==> config.mk <==
export PLATFORM = sky130hd
export DESIGN_NAME = sram_host
export DESIGN_NICKNAME = d
export VERILOG_FILES = /design/src/sram_host_pkg.sv /design/src/pin_sync.sv /design/src/sram_host.sv
export VERILOG_INCLUDE_DIRS = /design/src
export SDC_FILE = /design/constraint.sdc
export NUM_CORES = 1
export LEC_CHECK = 0
export BUFFER_PORTS_ARGS = -buffer_cell sky130_fd_sc_hd__buf_2
export CORE_ASPECT_RATIO = 0.9
export CORE_UTILIZATION = 30
export CTS_BUF_LIST = sky130_fd_sc_hd__clkbuf_16
export DETAILED_ROUTE_END_ITERATION = 8
export HOLD_SLACK_MARGIN = 0.15
export PLACE_DENSITY = 0.59
export SLEW_MARGIN = 5
export SYNTH_ARGS = -nofsm -noshare
export SYNTH_HDL_FRONTEND = slang
export SYNTH_SLANG_ARGS = --single-unit
==> constraint.sdc <==
create_clock -name CLOCK -period 2.4 [get_ports CLOCK]
set_clock_uncertainty 0.2 [all_clocks]
set_input_delay 0.36 -clock CLOCK [delete_from_list [all_inputs] [get_ports CLOCK]]
set_output_delay 0.36 -clock CLOCK [all_outputs]
set_load 0.005 [all_outputs]
==> src/sram_host_cfg.svh <==
// timing constants and the bus widths for the strobed static ram host
// assumes a 100 MHz clock and the slower speed grade of the ram
// How it works
// [RQ1] enable falling edge latches the address
// [RQ2] address may change after the hold interval
// [RQ3] read with enable, selects low, store high
// [RQ4] ram latches output word on enable rise
// [RQ5] any select high floats the ram outputs
// [RQ6] ram selected only with both selects low
// [RQ7] enable high with select high ends the cycle
// [RQ8] write only while all four strobes low
// [RQ9] first rising strobe ends and stores the write
// [RQ10] host holds data across the ending edge
// [RQ11] store strobe low turns ram drivers off
// [RQ12] selects first: wait float delay before driving
// [RQ13] store first: host drives data at once
// [RQ14] store rising first shows the written word
// [RQ15] back to back writes may keep store low
// [RQ16] several modifications allowed while enable low
// [RQ17] memory is 256 words of 4 bits
// [RQ18] address latch 8 bits, fixed per cycle
// [RQ19] ram never drives while store strobe low
`ifndef SRAM_HOST_CFG_SVH
`define SRAM_HOST_CFG_SVH
`define CLK_PERIOD_NS       10
`define ADDR_HOLD_NS        50
`define ACCESS_NS           300
`define DATA_SETUP_NS       150
`define DATA_HOLD_NS        0
`define FLOAT_DELAY_NS      30
`define PULSE_HIGH_NS       100
`define WRITE_PULSE_NS      180
`define CYC(ns) (((ns) + `CLK_PERIOD_NS - 1) / `CLK_PERIOD_NS)
`define HOLD_CYC   `CYC(`ADDR_HOLD_NS)
`define ACCESS_CYC `CYC(`ACCESS_NS)
`define SETUP_CYC  `CYC(`DATA_SETUP_NS)
`define FLOAT_CYC  `CYC(`FLOAT_DELAY_NS)
`define HIGH_CYC   `CYC(`PULSE_HIGH_NS)
`define WPULSE_CYC `CYC(`WRITE_PULSE_NS)
`define HOLDD_CYC  1
`define ADDR_W     8
`define DATA_W     4
`define CNT_W      6
`endif

==> src/sram_host_pkg.sv <==
// types for the strobed static ram host
// assumes sram_host_cfg.svh is compiled first
`include "sram_host_cfg.svh"
package sram_host_pkg;
    typedef enum logic [2:0] {
        ST_IDLE  = 3'b000,
        ST_HOLD  = 3'b001,
        ST_WAIT  = 3'b011,
        ST_DRIVE = 3'b010,
        ST_END   = 3'b110,
        ST_HIGH  = 3'b111
    } state_t;
    typedef struct packed {
        state_t                state;
        logic [`CNT_W-1:0]     cnt;
        logic                  wr;
        logic                  en_n;
        logic                  sel_n;
        logic                  st_n;
        logic                  oe;
        logic [`ADDR_W-1:0]    addr;
        logic [`DATA_W-1:0]    dout;
        logic [`DATA_W-1:0]    rdata;
        logic                  done;
        logic                  busy;
    } host_t;
endpackage : sram_host_pkg

==> src/pin_sync.sv <==
// three stage synchroniser for the ram data pins
// assumes pins are asynchronous to CLOCK; a change counts when the second and third stages agree
`include "sram_host_cfg.svh"
module pin_sync (
    input  wire logic                 clk,
    input  wire logic                 rst_n,
    input  wire logic [`DATA_W-1:0]   pin,
    output logic      [`DATA_W-1:0]   value
);
    logic [`DATA_W-1:0] s1_q;
    logic [`DATA_W-1:0] s2_q;
    logic [`DATA_W-1:0] s3_q;
    always_ff @(posedge clk or negedge rst_n) begin
        if (!rst_n) begin
            s1_q  <= 4'h0;
            s2_q  <= 4'h0;
            s3_q  <= 4'h0;
            value <= 4'h0;
        end else begin
            s1_q <= pin;
            s2_q <= s1_q;
            s3_q <= s2_q;
            if (s2_q == s3_q) begin
                value <= s3_q;
            end
        end
    end
endmodule : pin_sync

==> src/sram_host.sv <==
// host controller driving a strobed 256x4 static ram over its pins
// assumes requests from logic on CLOCK; ram pins sampled via pin_sync
`include "sram_host_cfg.svh"
module sram_host (
    input  wire logic                CLOCK,
    input  wire logic                RSTN,
    input  wire logic                REQ,
    input  wire logic                REQ_WRITE,
    input  wire logic [`ADDR_W-1:0]  REQ_ADDR,
    input  wire logic [`DATA_W-1:0]  REQ_WDATA,
    output logic                     BUSY,
    output logic                     DONE,
    output logic      [`DATA_W-1:0]  RDATA,
    output logic                     CHIP_ON_N,
    output logic                     SEL_ONE_N,
    output logic                     SEL_TWO_N,
    output logic                     STORE_STROBE_N,
    output logic      [`ADDR_W-1:0]  LOC_INPUTS,
    input  wire logic [`DATA_W-1:0]  DATA_PINS_IN,
    output logic      [`DATA_W-1:0]  DATA_PINS_OUT,
    output logic                     DATA_PINS_OE
);
    sram_host_pkg::host_t q;
    sram_host_pkg::host_t d;
    logic [`DATA_W-1:0]   pins_sync;

    pin_sync u_sync (
        .clk   (CLOCK),
        .rst_n (RSTN),
        .pin   (DATA_PINS_IN),
        .value (pins_sync)
    );

    function automatic logic [`CNT_W-1:0] cyc(input int n);
        cyc = n[`CNT_W-1:0];
    endfunction : cyc

    always_comb begin
        d      = q;
        d.done = 1'b0;
        case (q.state)
            sram_host_pkg::ST_IDLE: begin
                if (REQ) begin
                    d.addr  = REQ_ADDR;
                    d.dout  = REQ_WDATA;
                    d.wr    = REQ_WRITE;
                    d.en_n  = 1'b0;            // RQ1
                    d.busy  = 1'b1;
                    d.cnt   = cyc(`HOLD_CYC);
                    d.state = sram_host_pkg::ST_HOLD;
                end
            end
            sram_host_pkg::ST_HOLD: begin
                // address stays until hold passes
                if (q.cnt <= 6'h1) begin     // RQ2
                    // write: store strobe falls on the same edge as the selects
                    if (q.wr) begin
                        d.st_n  = 1'b0;      // RQ13
                        d.oe    = 1'b1;      // RQ13
                        d.cnt   = cyc(`WPULSE_CYC);
                    end else begin
                        d.cnt   = cyc(`ACCESS_CYC + 3);
                    end
                    d.sel_n = 1'b0;          // RQ3 RQ8
                    d.state = sram_host_pkg::ST_WAIT;
                end else begin
                    d.cnt = q.cnt - 6'h1;
                end
            end
            sram_host_pkg::ST_WAIT: begin
                if (q.cnt <= 6'h1) begin
                    if (q.wr) begin
                        // selects rise first, so the ram never drives back
                        d.sel_n = 1'b1;      // RQ9 RQ19
                    end else begin
                        d.rdata = pins_sync; // RQ3
                        d.en_n  = 1'b1;      // RQ4
                    end
                    d.cnt   = cyc(`HOLDD_CYC);
                    d.state = sram_host_pkg::ST_END;
                end else begin
                    d.cnt = q.cnt - 6'h1;
                end
            end
            sram_host_pkg::ST_END: begin
                // data held one cycle past the ending edge
                d.oe    = 1'b0;              // RQ10
                d.sel_n = 1'b1;              // RQ7
                d.st_n  = 1'b1;              // RQ11
                d.en_n  = 1'b1;
                d.cnt   = cyc(`HIGH_CYC);
                d.state = sram_host_pkg::ST_HIGH;
            end
            sram_host_pkg::ST_HIGH: begin
                if (q.cnt <= 6'h1) begin
                    d.busy  = 1'b0;
                    d.done  = 1'b1;
                    d.state = sram_host_pkg::ST_IDLE;
                end else begin
                    d.cnt = q.cnt - 6'h1;
                end
            end
            default: begin
                d.state = sram_host_pkg::ST_IDLE;
            end
        endcase
    end

    always_ff @(posedge CLOCK or negedge RSTN) begin
        if (!RSTN) begin
            q.state <= sram_host_pkg::ST_IDLE;
            q.cnt   <= 6'h00;
            q.wr    <= 1'b0;
            q.en_n  <= 1'b1;
            q.sel_n <= 1'b1;
            q.st_n  <= 1'b1;
            q.oe    <= 1'b0;
            q.addr  <= 8'h00;
            q.dout  <= 4'h0;
            q.rdata <= 4'h0;
            q.done  <= 1'b0;
            q.busy  <= 1'b0;
        end else begin
            q <= d;
        end
    end

    assign BUSY           = q.busy;
    assign DONE           = q.done;
    assign RDATA          = q.rdata;
    assign CHIP_ON_N      = q.en_n;
    assign SEL_ONE_N      = q.sel_n;         // RQ6
    assign SEL_TWO_N      = q.sel_n;
    assign STORE_STROBE_N = q.st_n;
    assign LOC_INPUTS     = q.addr;          // RQ18
    assign DATA_PINS_OUT  = q.dout;
    assign DATA_PINS_OE   = q.oe;

    // bounded helper count of enable-low time
    logic [9:0] low_cnt_q;
    always_ff @(posedge CLOCK or negedge RSTN) begin
        if (!RSTN) begin
            low_cnt_q <= 10'h000;
        end else if (q.en_n) begin
            low_cnt_q <= 10'h000;
        end else begin
            low_cnt_q <= low_cnt_q + 10'h001;
        end
    end

    addr_stable_a: assert property (@(posedge CLOCK) disable iff (!RSTN) // RQ2
        !q.en_n && !$fell(q.en_n) |-> $stable(q.addr))
        else $error("address moved inside a cycle");
    read_store_a: assert property (@(posedge CLOCK) disable iff (!RSTN) // RQ3
        !q.wr && !q.sel_n |-> q.st_n)
        else $error("store strobe low during read");
    no_conflict_a: assert property (@(posedge CLOCK) disable iff (!RSTN) // RQ12
        q.oe |-> !q.st_n || $past(!q.st_n))
        else $error("host drives while ram may drive");
    store_first_a: assert property (@(posedge CLOCK) disable iff (!RSTN) // RQ13
        $fell(q.sel_n) && q.wr |-> !q.st_n)
        else $error("selects fell before store strobe");
    end_order_a: assert property (@(posedge CLOCK) disable iff (!RSTN) // RQ9
        $rose(q.sel_n) && q.wr |-> q.oe && !q.en_n && !q.st_n)
        else $error("write ended without data or strobes");
    pulse_width_a: assert property (@(posedge CLOCK) disable iff (!RSTN) // RQ8
        $rose(q.sel_n) && q.wr |-> $past(!q.st_n && !q.sel_n, 18))
        else $error("write pulse too short");
    access_wait_a: assert property (@(posedge CLOCK) disable iff (!RSTN) // RQ4
        $rose(q.en_n) && !q.wr |-> low_cnt_q >= 10'd35)
        else $error("read ended before access time");
    select_off_a: assert property (@(posedge CLOCK) disable iff (!RSTN) // RQ7
        $rose(q.sel_n) |=> q.en_n && !q.oe)
        else $error("cycle did not close");
    done_bound_a: assert property (@(posedge CLOCK) disable iff (!RSTN) // RQ1
        REQ && !q.busy |=> ##[1:80] q.done)
        else $error("request never finished");
    read_c: cover property (@(posedge CLOCK) disable iff (!RSTN)
        q.done && !q.wr);
    write_c: cover property (@(posedge CLOCK) disable iff (!RSTN)
        q.done && q.wr);
    back_c: cover property (@(posedge CLOCK) disable iff (!RSTN)
        q.done ##1 q.busy);
endmodule : sram_host

==> metrics.md <==
| Metric | Value |
|---|---|
| F_max | ~0.45 GHz |
| First-pass DRT Iterations | 4 |
| GP Congestion | around 0.9 |
| Final Max Slew Viols | 0 |
| Drt wl/cell | between 10 and 15 um |
| Top-count cell post-synth | dfrtp_1 |
| Fin crit share | 0.916 |
| Vias per inst | about 4.7 |
| Count of unique library cells instantiated by Yosys | 50 |
| Port bufs | 42 |
| Vias in the first global route | approximately 1500 |
| Initial Util | 0.311 |
| Yosys reg bits | 48 |
| Htree depth | 2 |
| Worst Hold Class | reg -> reg |
| Max-cap violations | 0 |
| Top post-synthesis cells by area | dfrtp_1 51%, mux2_2 8.7%, buf_4 5.8%, dfstp_2 3.6%, mux2_4 2.7% |
| Syn Std Cell Area | roughly 2200 um^2 |
| Dpl hpwl | between 2000 and 3000 um |
| Cell leakage power | around 1.3 nW |
| Fill count | 685 |
| Status | finished clean |
| CTS max path bufs | 2 |
| CP Max Fanout | 8 |
| Clk_lat worst skew | ~0.28 ns |
| Logic pwr share | 0.382 |
| Worst slew margin | 0.558 |
| Internal | around 2 mW |
| Worst r2r src | q[23] |
| # rows | 29 |
| Initial antenna violation count | 0 |
| Crit Reg-Reg Endpoint | q[27] |
| # IOs | 43 |
| Top cell type's share of synthesized area | 0.512 |
| TritonCTS clock tree | done |
| Final WL | between 4000 and 5000 um |
| Largest area contributor in the netlist | dfrtp_1 |
| Setup TNS Final | 0 ns |
| Sinks on the clock net | 48 |
| Switching power share of the total | 0.344 |
| Period minus WS final | about 2.2 ns |
| CTS Buf Count | 5 |
| Register Area | between 1000 and 1500 um^2 |
| Clk slew on worst S/H paths | roughly 0.060 ns |
| Post-Synthesis Cells | around 180 |
| Routed Antenna Nets | 0 |
| PD cells | 1140 nW/um^2 |
| Hold Fails Final Rpt | 0 |
| Register share of total power | 0.402 |
| PostCTS Resize Cnt | 0 |
| Root Buffer Master | clkbuf_16 |
| DRC Markers | 0 |
| Horiz. Die Dim | 92.2 um |
| Postcts setup bufs | 0 |
| Largest net degree at the start of global routing | 28 |
| Commonest cells in the synthesized netlist | 45 x dfrtp_1, 17 x buf_4, 17 x mux2_2 |
| Clk pwr share | 0.216 |
| Asr flop ratio synth | 1.00 |
| Path depth of the worst reg2reg path | 6 |
| Worst-margin pin slew | between 0.6 and 0.7 ns |
| Finish-stage setup viols | 0 |
| Hold Path Sink | u_sync.s2_q[1] |
| Core footprint | ~7100 um^2 |
| Psw | between 1 and 1.5 mW |
| Aggregate global-route resource usage | 0.116 |
| Placed cell area | ~2400 um^2 |
| Drt initial violations | between 70 and 80 |
| Critical Path RT | around 2.4 ns |
| Via count | around 1500 |
| Footprint of the multi-input gates | around 820 um^2 |
| Worst VDD drop | ~0.5 mV |
| Hold path start | u_sync.s1_q[1] |
| CP endpoint kind | flip-flop |
| Die area | 7670 um^2 |
| Synthesis-to-layout area growth | 25.2% |
| Reg2reg setup slack | roughly 0.20 ns |
| Worst path arrival time | 2.17 ns |
| Fin nets | between 200 and 250 |
| Dominant synthesized flop cell | dfrtp_1 |
| Die height | about 83 um |
| Syn. warnings | 0 |
| Sequential share of the synthesized area | 0.548 |
| Net count after synthesis | roughly 200 |
| Critical Path Start Type | flip-flop |
| Hold buffer count at CTS | 19 |
| Share of cells above drive strength 1 | 0.370 |
| RSZ-0062 raised after global routing | false |
| Antenna cells | 0 |
| Remaining Overflow, GRT | 0 |
| First-pass GRT wire length | between 7000 and 8000 um |
| WS Path Type | reg -> reg |
| Post-synth EDFFs | 0 |
| Worst Hold Depth | 0 |
| Mean Syn Cell Area | roughly 12 um^2 |
| Non-Filler Cell Area, Final | 2750 um^2 |
==> logic make-up (layout without fill, tap and decap cells) <==
group,count (synthesis),in the layout,synth area share
muxes,22,22,0.119
buffers and inverters,28,78,0.0774
and+or+nand+nor,35,35,0.107
AOI/OAI and AO/OA,37,37,0.117
adders and majority gates,2,2,0.0114
xor gates and xnor gates,5,5,0.0199
DFF,48,48,0.548
==> power by group through the flow <==
stage,sequential (mW),combinational [mW],clock [mW]
2_1_floorplan,1.22,0.998,0
3_3_place_gp,1.27,1.16,0
3_5_place_dp,1.27,1.18,0
4_1_cts,1.26,1.20,0.691
5_1_grt,1.30,1.31,0.724
6_report,1.26,1.20,0.677
==> cell type report <==
cell class / count / area share
tap: 93 / 0.0423
clock buffer: 5 / 0.0455
inverter: 4 / 0.00545
clock inverter: 3 / 0.00636
sequential: 48 / 0.438
multi-input combinational: 101 / 0.299
timing repair buffer: 66 / 0.164
==> routing by layer <==
layer | routed length, um | vias to the layer above | GRT usage | share of wire
met5 | 0 | - | 0 | 0
met3 | 243 | 5 | 0.0302 | 0.058
met4 | 46 | 0 | 0.0327 | 0.011
met2 | 1890 | 58 | 0.182 | 0.45
met1 | 1980 | 730 | 0.158 | 0.48
li1 | - | 721 | - | -
==> critical path: stages, from the launching register on <==
cell and delay, ns:
dfrtp_1 0.40, inv_1 0.10, ha_1 0.29, or2_2 0.35, and4_1 0.25, a211o_1 0.24, a32o_1 0.25
==> layout by cell type, fill, tap and decap left out, drive strengths merged, types with 2 or more instances in the layout <==
| cell | synthesis | final |
|---|---|---|
| a211o | 2 | 2 |
| a211oi | 2 | 2 |
| a21boi | 2 | 2 |
| a21oi | 7 | 7 |
| buf | 19 | 47 |
| clkbuf | 5 | 5 |
| clkinv | 0 | 2 |
| dfrtp | 45 | 45 |
| dfstp | 3 | 3 |
| dlygate4sd3 | 0 | 19 |
| ha | 2 | 2 |
| inv | 4 | 5 |
| mux2 | 21 | 21 |
| nand2 | 7 | 7 |
| nand2b | 2 | 2 |
| nand3 | 2 | 2 |
| nand4 | 2 | 2 |
| nor2 | 6 | 6 |
| nor2b | 3 | 3 |
| nor4 | 2 | 2 |
| o21ai | 7 | 7 |
| o2bb2ai | 3 | 3 |
| o31ai | 2 | 2 |
| or3 | 2 | 2 |
| or4 | 2 | 2 |
| xnor2 | 4 | 4 |
==> sequential cells by signal, summed over array words and instances (netlist names) <==
signal	count
STORE_STROBE_N	1
DONE	1
LOC_INPUTS	8
u_sync.s2_q	4
u_sync.s3_q	4
CHIP_ON_N	1
RDATA	4
SEL_ONE_N	1
DATA_PINS_OE	1
DATA_PINS_OUT	4
u_sync.s1_q	4
q	10
BUSY	1
u_sync.value	4
==> worst max-delay path by stage <==
stage,startpoint,to
final,q[23],q[27]
after global routing,q[23],q[27]
after CTS,q[23],q[27]
after detailed placement,q[23],q[27]
after global placement,q[23],q[27]
after floorplan,q[23],q[27]
==> through the flow <==
| stage | util | instances | setup WS (ns) | hold WS, ns | power [mW] |
|---|---|---|---|---|---|
| final | 0.389 | 320 | 0.201 | 0.153 | 3.13 |
| after CTS | 0.389 | 320 | 0.212 | 0.155 | 3.15 |
| after global placement | 0.342 | 293 | 0.282 | 0.133 | 2.43 |
| after floorplan | - | 177 | 0.352 | -0.136 | 2.22 |
| after detailed placement | 0.342 | 293 | 0.231 | 0.135 | 2.45 |
| after global routing | 0.389 | 320 | 0.155 | 0.169 | 3.34 |
(Power assumes the default switching activity.)
